<file path="src/logic/egr_pkg.sv">
// Package for the E3 G.832 receive overhead and error count register group.
// Assumes one register port per framer port, byte addressed, 16-bit words.
package egr_pkg;

	// ==========================================================
	// Register offsets
	localparam logic [7:0] ADDR_LATCHED   = 8'h2A;
	localparam logic [7:0] ADDR_IRQ_EN    = 8'h2E;
	localparam logic [7:0] ADDR_MA_FIELDS = 8'h30;
	localparam logic [7:0] ADDR_NR_GC     = 8'h32;
	localparam logic [7:0] ADDR_FE_COUNT  = 8'h34;
	localparam logic [7:0] ADDR_PE_COUNT  = 8'h36;
	localparam logic [7:0] ADDR_RE_COUNT  = 8'h38;

	// ==========================================================
	// Field positions, shared by the latched and enable registers
	localparam int BIT_REMOTE_ERR = 10;
	localparam int BIT_PARITY_ERR = 9;
	localparam int BIT_FRAMING_ERR = 8;
	localparam int BIT_REMOTE_CNT = 2;
	localparam int BIT_PARITY_CNT = 1;
	localparam int BIT_FRAMING_CNT = 0;
	localparam logic [15:0] IMPL_MASK = 16'h0707;

	// ==========================================================
	// Reset values and counts
	localparam logic [15:0] RESET_WORD    = 16'h0000;
	localparam logic [15:0] COUNT_MAX     = 16'hFFFF;
	localparam logic [3:0]  INTEG_FRAMES  = 4'h3;
	localparam logic [1:0]  MF_LAST_INDEX = 2'h3;

	// ==========================================================
	// Integrator state for one overhead field
	typedef struct packed {
		logic [3:0] cnt;
		logic [7:0] cand;
		logic [7:0] val;
	} egr_integ_s;

	localparam egr_integ_s INTEG_RESET = '{cnt: 4'h0, cand: 8'h00, val: 8'h00};

endpackage : egr_pkg

</file>
<file path="src/logic/egr_rx_overhead_regs.sv">
// Receive overhead field and error count register group for one E3 G.832 port.
// Assumes the framer gives same-clock pulses and a per-frame overhead strobe,
// and that the global port status enable comes from the global register block.
// Count registers show the last interval only; live counters are not visible.
// The port interrupt is a level and drops as soon as software clears the flags.
`timescale 1ns/1ps

module egr_rx_overhead_regs
(
	input  wire logic        mclk,
	input  wire logic        sys_rst,
	// Register port
	input  wire logic        reg_cs,
	input  wire logic        reg_rd,
	input  wire logic        reg_wr,
	input  wire logic [7:0]  reg_addr,
	input  wire logic [15:0] reg_wdata,
	output logic      [15:0] reg_rdata,
	// Framer side
	input  wire logic        oh_valid,
	input  wire logic [7:0]  rx_ma_byte,
	input  wire logic [7:0]  rx_nr_byte,
	input  wire logic [7:0]  rx_gc_byte,
	input  wire logic        framing_err_evt,
	input  wire logic        parity_err_evt,
	input  wire logic        remote_err_evt,
	input  wire logic        perf_monitor_update,
	input  wire logic        timing_extract_en,
	input  wire logic        global_port_status_irq_en,
	output logic             port_irq
);

	// ==========================================================
	// State
	typedef struct packed {
		logic [15:0]         irq_en;
		logic [15:0]         latched;
		logic [15:0]         fe_live;
		logic [15:0]         pe_live;
		logic [15:0]         re_live;
		logic [15:0]         framing_err_count;
		logic [15:0]         parity_err_count;
		logic [15:0]         remote_err_count;
		logic [2:0]          cnt_status;
		logic [3:0]          mf_bits;
		egr_pkg::egr_integ_s pt;
		egr_pkg::egr_integ_s ti_raw;
		egr_pkg::egr_integ_s ti_mf;
		egr_pkg::egr_integ_s nr;
		egr_pkg::egr_integ_s gc;
		logic [15:0]         rdata;
	} egr_state_s;

	egr_state_s st_q;
	egr_state_s st_d;

	// ==========================================================
	// Helpers
	// A field is accepted only after the same value repeats for INTEG_FRAMES
	function automatic egr_pkg::egr_integ_s integ_step(input egr_pkg::egr_integ_s s,
		input logic [7:0] v);
		egr_pkg::egr_integ_s r;
		r = s;
		if (v != s.cand)
		begin
			r.cand = v;
			r.cnt  = 4'h1;
		end
		else if (s.cnt < egr_pkg::INTEG_FRAMES)
		begin
			r.cnt = s.cnt + 4'h1;
		end
		if (r.cnt >= egr_pkg::INTEG_FRAMES)
		begin
			r.val = r.cand;
		end
		return r;
	endfunction : integ_step

	// Saturating so a long interval never wraps back to a small figure
	function automatic logic [15:0] count_step(input logic [15:0] c, input logic ev);
		logic [15:0] r;
		r = c;
		if (ev && (c != egr_pkg::COUNT_MAX))
		begin
			r = c + 16'h0001;
		end
		return r;
	endfunction : count_step

	function automatic logic is_nonzero(input logic [15:0] w);
		return (w != egr_pkg::RESET_WORD);
	endfunction : is_nonzero

	function automatic logic [15:0] live_restart(input logic ev);
		return {15'h0000, ev};
	endfunction : live_restart

	function automatic logic rose_edge(input logic now_v, input logic was_v);
		return now_v & ~was_v;
	endfunction : rose_edge

	// Clear before set, so an event in the clearing cycle is never lost
	function automatic logic [15:0] latch_update(input logic [15:0] cur, input logic [15:0] clr,
		input logic [15:0] set_v);
		logic [15:0] r;
		r = cur & ~clr;
		r = r | set_v;
		return r & egr_pkg::IMPL_MASK;
	endfunction : latch_update

	// Extraction only changes the low nibble; payload type reads the same either way
	function automatic logic [15:0] ma_field_word(input logic [2:0] pt, input logic [3:0] ti_mf,
		input logic [2:0] ti_raw, input logic ext);
		logic [15:0] w;
		w = egr_pkg::RESET_WORD;
		w[6:4] = pt;
		if (ext)
		begin
			w[3:0] = ti_mf;
		end
		else
		begin
			w[3:0] = {1'b0, ti_raw};
		end
		return w;
	endfunction : ma_field_word

	// One term per enable bit; the global enable gates the whole port
	function automatic logic port_request(input logic [15:0] lat, input logic [15:0] en,
		input logic gl);
		logic hit;
		hit = 1'b0;
		if (lat[egr_pkg::BIT_REMOTE_ERR] && en[egr_pkg::BIT_REMOTE_ERR])
		begin
			hit = 1'b1;
		end
		if (lat[egr_pkg::BIT_PARITY_ERR] && en[egr_pkg::BIT_PARITY_ERR])
		begin
			hit = 1'b1;
		end
		if (lat[egr_pkg::BIT_FRAMING_ERR] && en[egr_pkg::BIT_FRAMING_ERR])
		begin
			hit = 1'b1;
		end
		if (lat[egr_pkg::BIT_REMOTE_CNT] && en[egr_pkg::BIT_REMOTE_CNT])
		begin
			hit = 1'b1;
		end
		if (lat[egr_pkg::BIT_PARITY_CNT] && en[egr_pkg::BIT_PARITY_CNT])
		begin
			hit = 1'b1;
		end
		if (lat[egr_pkg::BIT_FRAMING_CNT] && en[egr_pkg::BIT_FRAMING_CNT])
		begin
			hit = 1'b1;
		end
		return hit && gl;
	endfunction : port_request

	// ==========================================================
	// Next state
	logic [3:0]  mf_next;
	logic [2:0]  cnt_status_new;
	logic [15:0] set_mask;
	logic [15:0] clr_mask;
	logic [15:0] ma_word;
	logic        wr_req;
	logic        rd_req;

	always_comb
	begin
		st_d           = st_q;
		mf_next        = st_q.mf_bits;
		cnt_status_new = st_q.cnt_status;
		set_mask       = egr_pkg::RESET_WORD;
		clr_mask       = egr_pkg::RESET_WORD;
		ma_word        = egr_pkg::RESET_WORD;
		wr_req         = reg_cs && reg_wr;
		rd_req         = reg_cs && reg_rd;

		// Overhead integration, one step per received frame
		if (oh_valid)
		begin
			st_d.pt     = integ_step(st_q.pt, {5'h00, rx_ma_byte[5:3]});
			st_d.ti_raw = integ_step(st_q.ti_raw, {5'h00, rx_ma_byte[2:0]});
			st_d.nr     = integ_step(st_q.nr, rx_nr_byte);
			st_d.gc     = integ_step(st_q.gc, rx_gc_byte);
			// Two MA bits index a four-frame multiframe, each frame carries one bit in MA bit 0
			mf_next[rx_ma_byte[2:1]] = rx_ma_byte[0];
			st_d.mf_bits = mf_next;
			if (rx_ma_byte[2:1] == egr_pkg::MF_LAST_INDEX)
			begin
				st_d.ti_mf = integ_step(st_q.ti_mf, {4'h0, mf_next});
			end
		end

		// Live counters run between update strobes
		st_d.fe_live = count_step(st_q.fe_live, framing_err_evt);
		st_d.pe_live = count_step(st_q.pe_live, parity_err_evt);
		st_d.re_live = count_step(st_q.re_live, remote_err_evt);
		if (perf_monitor_update)
		begin
			// An event in the strobe cycle goes into the next interval
			st_d.framing_err_count = st_q.fe_live;
			st_d.parity_err_count  = st_q.pe_live;
			st_d.remote_err_count  = st_q.re_live;
			st_d.fe_live = live_restart(framing_err_evt);
			st_d.pe_live = live_restart(parity_err_evt);
			st_d.re_live = live_restart(remote_err_evt);
			cnt_status_new[0] = is_nonzero(st_q.fe_live);
			cnt_status_new[1] = is_nonzero(st_q.pe_live);
			cnt_status_new[2] = is_nonzero(st_q.re_live);
		end
		st_d.cnt_status = cnt_status_new;

		set_mask[egr_pkg::BIT_FRAMING_ERR] = framing_err_evt;
		set_mask[egr_pkg::BIT_PARITY_ERR]  = parity_err_evt;
		set_mask[egr_pkg::BIT_REMOTE_ERR]  = remote_err_evt;
		set_mask[egr_pkg::BIT_FRAMING_CNT] = rose_edge(cnt_status_new[0], st_q.cnt_status[0]);
		set_mask[egr_pkg::BIT_PARITY_CNT]  = rose_edge(cnt_status_new[1], st_q.cnt_status[1]);
		set_mask[egr_pkg::BIT_REMOTE_CNT]  = rose_edge(cnt_status_new[2], st_q.cnt_status[2]);

		// Writes: latched bits clear on one, a same-cycle set still wins
		if (wr_req)
		begin
			unique case (reg_addr)
				egr_pkg::ADDR_LATCHED:
				begin
					clr_mask = reg_wdata;
				end
				egr_pkg::ADDR_IRQ_EN:
				begin
					st_d.irq_en = reg_wdata & egr_pkg::IMPL_MASK;
				end
				default:
				begin
				end
			endcase
		end
		st_d.latched = latch_update(st_q.latched, clr_mask, set_mask);

		ma_word = ma_field_word(st_q.pt.val[2:0], st_q.ti_mf.val[3:0], st_q.ti_raw.val[2:0],
			timing_extract_en);

		// Read data is registered; unmapped addresses read zero
		if (rd_req)
		begin
			unique case (reg_addr)
				egr_pkg::ADDR_LATCHED:
				begin
					st_d.rdata = st_q.latched;
				end
				egr_pkg::ADDR_IRQ_EN:
				begin
					st_d.rdata = st_q.irq_en;
				end
				egr_pkg::ADDR_MA_FIELDS:
				begin
					st_d.rdata = ma_word;
				end
				egr_pkg::ADDR_NR_GC:
				begin
					st_d.rdata = {st_q.gc.val, st_q.nr.val};
				end
				egr_pkg::ADDR_FE_COUNT:
				begin
					st_d.rdata = st_q.framing_err_count;
				end
				egr_pkg::ADDR_PE_COUNT:
				begin
					st_d.rdata = st_q.parity_err_count;
				end
				egr_pkg::ADDR_RE_COUNT:
				begin
					st_d.rdata = st_q.remote_err_count;
				end
				default:
				begin
					st_d.rdata = egr_pkg::RESET_WORD;
				end
			endcase
		end
	end

	// ==========================================================
	// Registers
	always_ff @(posedge mclk)
	begin
		if (sys_rst)
		begin
			st_q.irq_en            <= egr_pkg::RESET_WORD;
			st_q.latched           <= egr_pkg::RESET_WORD;
			st_q.fe_live           <= egr_pkg::RESET_WORD;
			st_q.pe_live           <= egr_pkg::RESET_WORD;
			st_q.re_live           <= egr_pkg::RESET_WORD;
			st_q.framing_err_count <= egr_pkg::RESET_WORD;
			st_q.parity_err_count  <= egr_pkg::RESET_WORD;
			st_q.remote_err_count  <= egr_pkg::RESET_WORD;
			st_q.cnt_status        <= 3'h0;
			st_q.mf_bits           <= 4'h0;
			st_q.pt                <= egr_pkg::INTEG_RESET;
			st_q.ti_raw            <= egr_pkg::INTEG_RESET;
			st_q.ti_mf             <= egr_pkg::INTEG_RESET;
			st_q.nr                <= egr_pkg::INTEG_RESET;
			st_q.gc                <= egr_pkg::INTEG_RESET;
			st_q.rdata             <= egr_pkg::RESET_WORD;
		end
		else
		begin
			st_q <= st_d;
		end
	end

	// ==========================================================
	// Outputs
	always_comb
	begin
		port_irq = port_request(st_q.latched, st_q.irq_en, global_port_status_irq_en);
	end

	assign reg_rdata = st_q.rdata;

endmodule : egr_rx_overhead_regs

</file>
<file path="config.mk">
export PLATFORM = sky130hd
export DESIGN_NAME = egr_rx_overhead_regs
export DESIGN_NICKNAME = d
export VERILOG_FILES = /design/src/logic/egr_pkg.sv /design/src/logic/egr_rx_overhead_regs.sv
export SDC_FILE = /design/constraint.sdc
export NUM_CORES = 1
export LEC_CHECK = 0
export BUFFER_PORTS_ARGS = -buffer_cell sky130_fd_sc_hd__buf_2
export CORE_UTILIZATION = 35
export CTS_CLUSTER_DIAMETER = 150
export DETAILED_ROUTE_END_ITERATION = 8
export GPL_ROUTABILITY_DRIVEN = 0
export HOLD_SLACK_MARGIN = 0.12
export PLACE_DENSITY = 0.5
export REMOVE_ABC_BUFFERS = 1
export SYNTH_ARGS = -nofsm -noshare
export SYNTH_HDL_FRONTEND = slang
export SYNTH_SLANG_ARGS = --single-unit
</file>
<file path="constraint.sdc">
create_clock -name mclk -period 2.05 [get_ports mclk]
set_input_delay 0.5125 -clock mclk [delete_from_list [all_inputs] [get_ports mclk]]
set_output_delay 0.5125 -clock mclk [all_outputs]
set_load 0.01 [all_outputs]
</file>
==> impl_metrics.toml, run 1 <==
[finish]
nets = 1260
diodes = 0
area_growth_pct = 21.2
final_area_um2 = 12300
drive_above_1_share_pct = 20.0

[worst_setup_path]
timing.rr.start = "st_q[73]"
critPathMaxFanout = 2
critPathRequiredTime_ps = 2500
r2r_end = "st_q[57]"
cp-startpoint = "st_q[73]"
startpoint_type = "register"
rrSetupSlack_ps = 60
crit_chain = "ha_4, or3b_1, a31oi_2, a21bo_2, or4_4, a21oi_2"
rr_worst_depth = 6
critical_path_arrival_ps = 2440
cp_slowest_cell = "or4_4"
cp-end-kind = "register"
crit_buf_inv = 0
cp-endpoint = "st_q[57]"
critPathKind = "register to register"
crit_cells = 6
critical-path-top-delay-family = "simple AND/OR/NAND/NOR gates"
slowest_delay_ps = 420

[yosys]
synth_top_flop_cell = "dfxtp_1"
ys_top_cells_by_area = "dfxtp_1, mux2i_1, nor2_1, xnor2_1, nand2_1"
synth_cells = 1087
synth-edff-count = 0
avgSynthCellArea_um2 = 9.30
synth_top_area_cell = "dfxtp_1"
yosysSeqAreaShare_pct = 43.0
ys_ff_latch = 217
synth-async-reset-ratio_pct = 0
ys_warn_count = 0
synth_top_area_share_pct = 43.0
synth.distinct_cells = 80
syn_area_um2 = 10100

[placed_design]
portBuffers = 64
dp_hpwl_mm = 18.8
placed_area_um2 = 11300

[sta]
fin_crit_sh_pct = 97.0
setup_violations = 0
post-route-min-period_ps = 1990
rsz0062_at_grt = "true"
finalMaxSlewViolations = 0
fin_skew_ps = 9.35
hold_viol = 0
holdWs_ps = 259
worst_pin_slew_ps = 833
slew_headroom_pct = 43.9
fmax_ghz = 0.503

[floorplanning]
core_area_um2 = 28100
start_util_pct = 36.0
ios = 77
fp.dieW_um = 172
die-area_um2 = 29600
fp.dieH_um = 172
rows = 61

[detailed_routing]
drc = 0
ant_nets = 0
drtIter0Drc = 388
wirelength_mm = 25.7
num_vias = 8100
drt-pass1-iter-count = 4
wl_per_cell_um = 16.2
routed_via_density = 5.10

[clock_tree]
root_buffer = "clkbuf_16"
cts.htree.levels = 1
clk_latency_ps = 520
cts_tree = "yes"
cts_buffer_depth = 3
cts_buffers = 26
cts_setup_buffers = 0
cts_sinks = 217
clk_pin_slew_ps = 60

[global_route]
antenna_found_initial = 1
grt_max_degree = 57
track_usage_pct = 17.6
grt_pass1_vias = 7746
grt_first_pass_wirelength_mm = 41.1
globalRouteOverflowTotal = 0

[power_and_ir_drop]
peakVddDrop_uv = 503
leakage_uw = 0.00493
p_per_area_nw_per_um2 = 811

[run_status]
outcome = "completed"

[flow_run]
cap_violations = 0

[hold_path]
hp-class = "input port to register"
whs_path_depth = 3
-- how the worst min path moves through the flow --
stage	startpoint	to
2_1_floorplan	st_q[90]	st_q[90]
3_3_place_gp	st_q[87]	st_q[87]
3_5_place_dp	st_q[87]	st_q[87]
4_1_cts	reg_wdata[9]	st_q[244]
5_1_grt	reg_wdata[9]	st_q[244]
6_report	reg_wdata[9]	st_q[244]
-- synth_stat cells (all sizes together), types with 5 or more instances --
master,n
clkbuf,38
nand4,30
nand3,27
xor2,19
xnor2,32
nor2,159
buf,41
nor4,9
nor3b,12
nor4b,9
nor2b,6
nand3b,5
dfxtp,217
nor3,22
a31oi,13
ha,11
a41o,6
a22oi,13
mux4,5
or3,6
o31ai,8
and3,29
inv,23
nand2,55
and2,21
mux2i,108
mux2,12
o211ai,8
o21ai,25
and4,7
a211oi,9
a22o,9
a21oi,33
-- metal layers --
metal	routed length (um)	global-route usage, %	vias up
met4	459	4.27	2
li1	-	-	4129
met3	886	2.43	39
met1	12700	24.6	3812
met2	11700	28.7	118
met5	13	0	-
-- worst register-to-register path, stage by stage, from the launching register on --
cell and delay, ps:
dfxtp_2 330, ha_4 260, or3b_1 350, a31oi_2 200
a21bo_2 270, or4_4 420, a21oi_2 110
-- registers in the layout, summed over array words and instances, names as in the netlist --
| name | flops |
|---|---|
| st_q | 198 |
| ma_word | 3 |
| reg_rdata | 16 |
-- power breakdown --
group / internal (uW) / switching, uW
Clock: 3090 / 1810
Sequential: 4290 / 58.9
Combinational: 307 / 387
-- cells by family (layout without fill, tap and decap cells) --
logic type               count (synthesis)  in the layout  share of synthesized area [%]
flip-flops                             217            217                           43.0
buffers and inverters                  102            224                           4.78
AND/OR/NAND/NOR                        413            413                           21.3
multiplexers                           125            125                           13.1
XOR/XNOR                                51             51                           4.42
adder cells (fa/ha/maj)                 11             11                           1.36
AO/OA/AOI/OAI                          168            168                           12.0
-- cell type report --
cell class / count / area (um2)
Clock buffer: 34 / 752
Clock inverter: 14 / 184
Fill cell: 2823 / 15800
Inverter: 23 / 86.3
Multi-Input combinational cell: 768 / 5320
Sequential cell: 217 / 4350
Tap cell: 378 / 473
Timing Repair Buffer: 153 / 1090
-- stage by stage --
| step | setup slack [ps] | TNS, ps | utilization (%) | cells | total power [uW] |
|---|---|---|---|---|---|
| after floorplan | -212 | -3850 | - | 1008 | 4740 |
| after global placement | -76.2 | -291 | 40.2 | 1539 | 5130 |
| after detailed placement | -90.5 | -411 | 40.2 | 1539 | 5140 |
| after CTS | 30.2 | 0 | 43.5 | 1587 | 10100 |
| after global routing | -30.9 | -31.9 | 43.6 | 1587 | 10300 |
| final | 61.0 | 0 | 43.6 | 1587 | 9940 |
-- layout by cell type, fill, tap and decap left out, types with 7 or more instances in the layout --
cell and instances:
dfxtp_1 215, nor2_1 158, mux2i_1 108, buf_4 83, buf_2 62, nand2_1 55, xnor2_1 32, a21oi_1 32
nand4_1 30, and3_1 28, nand3_1 27, clkbuf_16 27, inv_1 23, o21ai_0 21, and2_1 20, xor2_1 19
nor3_1 17, a22oi_1 13, a31oi_1 12, mux2_2 12, nor3b_1 11, ha_1 10, nor4_1 9, a22o_1 9
nor4b_1 8, a211oi_1 8, o211ai_1 8, buf_12 8, and4_1 7
-- what timing repair did --
item | CTS | global route
resized for setup | 0 | 8
hold buffers | 0 | 0
setup endpoints to repair | 0 | 3
Note: power is estimated with default switching activity, not from simulation.
==> run 2, diff against run 1 <==
Settings changed: MAX_ROUTING_LAYER set to met4.
==> run 2 against run 1 <==
Compared with the run above:
- clock skew decreased by 0.53 ps
- hold slack lost 1.6 ps
- critical path type unchanged
- combinational power about the same
- largest power group unchanged
- maximum frequency about the same
- non-clock buffer count unchanged
- die area unchanged
- sequential power about the same
- largest cell class unchanged
- critical path depth is the same
- core utilization barely moved
==> impl_metrics.toml, run 2 (same netlist as run 1, synthesis figures left out) <==
[run_status]
outcome = "completed"

[clock_tree]
cts_sinks = 217
cts_tree = "yes"
cts_buffers = 26
clk_latency_ps = 520
cts.htree.levels = 1
cts_buffer_depth = 3
clk_pin_slew_ps = 60
root_buffer = "clkbuf_16"

[worst_setup_path]
cp-end-kind = "register"
critical_path_arrival_ps = 2440
critPathMaxFanout = 2
crit_chain = "ha_4, or3b_1, a31oi_2, a21bo_2, or4_4, a21oi_2"
critPathRequiredTime_ps = 2500
slowest_delay_ps = 420
cp_slowest_cell = "or4_4"
critPathKind = "register to register"
startpoint_type = "register"

[sta]
fmax_ghz = 0.503
fin_skew_ps = 8.81
worst_pin_slew_ps = 807
post-route-min-period_ps = 1990
slew_headroom_pct = 45.6
fin_crit_sh_pct = 97.1
finalMaxSlewViolations = 0
setup_violations = 0
hold_viol = 0
holdWs_ps = 257
rsz0062_at_grt = "true"

[floorplanning]
start_util_pct = 36.0
ios = 77
rows = 61
core_area_um2 = 28100
fp.dieH_um = 172
fp.dieW_um = 172
die-area_um2 = 29600

[detailed_routing]
num_vias = 8104
ant_nets = 0
drtIter0Drc = 386
routed_via_density = 5.10
wirelength_mm = 25.7
wl_per_cell_um = 16.2
drt-pass1-iter-count = 5
drc = 0

[placed_design]
portBuffers = 64
placed_area_um2 = 11300
placed_cells = 1539
dp_hpwl_mm = 18.8

[finish]
nets = 1260
fillers = 2824
seq_area_um2 = 4350
multi_input_area_um2 = 5320
fin_util_pct = 43.6
layout_common_cells = "dfxtp_1, nor2_1, mux2i_1, buf_4, buf_2"
top_register = "st_q"
drive_above_1_share_pct = 20.0
final_area_um2 = 12300
area_growth_pct = 21.2
largest_register_ffs = 198
layout_commonest_cell = "dfxtp_1"
fin_cells = 1588

[power_and_ir_drop]
power_uw = 9930
p_per_area_nw_per_um2 = 811
leakage_uw = 0.00493
peakVddDrop_uv = 504

[global_route]
globalRouteOverflowTotal = 0
grt_first_pass_wirelength_mm = 41.1
grt_max_degree = 57
grt_pass1_vias = 7747
track_usage_pct = 18.2
antenna_found_initial = 1

[flow_run]
cap_violations = 0

[hold_path]
hp-class = "input port to register"
-- run 2: cell count changes in the layout (fill, tap and decap cells not counted), sizes merged --
| cell | before | now |
|---|---|---|
| diode | 0 | 1 |
-- run 2: final cells by class --
type,instances,area share (%)
Tap cell,378,3.86
Antenna cell,1,0.0204
Multi-Input combinational cell,768,43.4
Timing Repair Buffer,153,8.92
Sequential cell,217,35.5
Clock buffer,34,6.14
Clock inverter,14,1.50
Inverter,23,0.705
-- run 2: final timing paths --
check / start / end / slack (ps) / cells after the start
worst max-delay path: st_q[73] / st_q[57] / 60 / 6
worst min-delay path: reg_wdata[9] / st_q[244] / 260 / 3
worst max register to register: st_q[73] / st_q[57] / 60 / 6
worst min register to register: st_q[89] / st_q[89] / 450 / 1
-- run 2: power by group --
part	switching [uW]	internal, uW
logic	387	307
registers	58.8	4290
clock network	1800	3090
total	2250	7680
-- run 2: per-layer routing --
metal | global-route usage (%) | wire, um | up-vias
li1 | - | - | 4131
met1 | 24.6 | 12400 | 3802
met2 | 28.6 | 11700 | 134
met3 | 2.38 | 1060 | 37
met4 | 4.27 | 463 | 0
met5 | - | 0 | -
-- run 2: repair_timing --
| item | 4_1_cts | 5_1_grt |
|---|---|---|
| gates resized for setup | 0 | 8 |
| hold buffers | 0 | 0 |
| buffers inserted | 0 | 0 |
| endpoints found under the setup margin | 0 | 3 |
| endpoints found under the hold margin | 0 | 0 |
-- run 2: metrics by stage --
step	worst slack, ps	TNS (ps)
floorplan	-212	-3850
global placement	-76.2	-291
detailed placement	-90.5	-411
CTS	30.2	0
global route	-30.9	-31.9
finish	60.0	0
-- run 2: critical path: cells and delay by family (launching register included) --
kind	cells	cell delay, ps
and+or+nand+nor	2	770
DFF	1	330
AOI/OAI and AO/OA	3	580
adders and majority gates	1	250
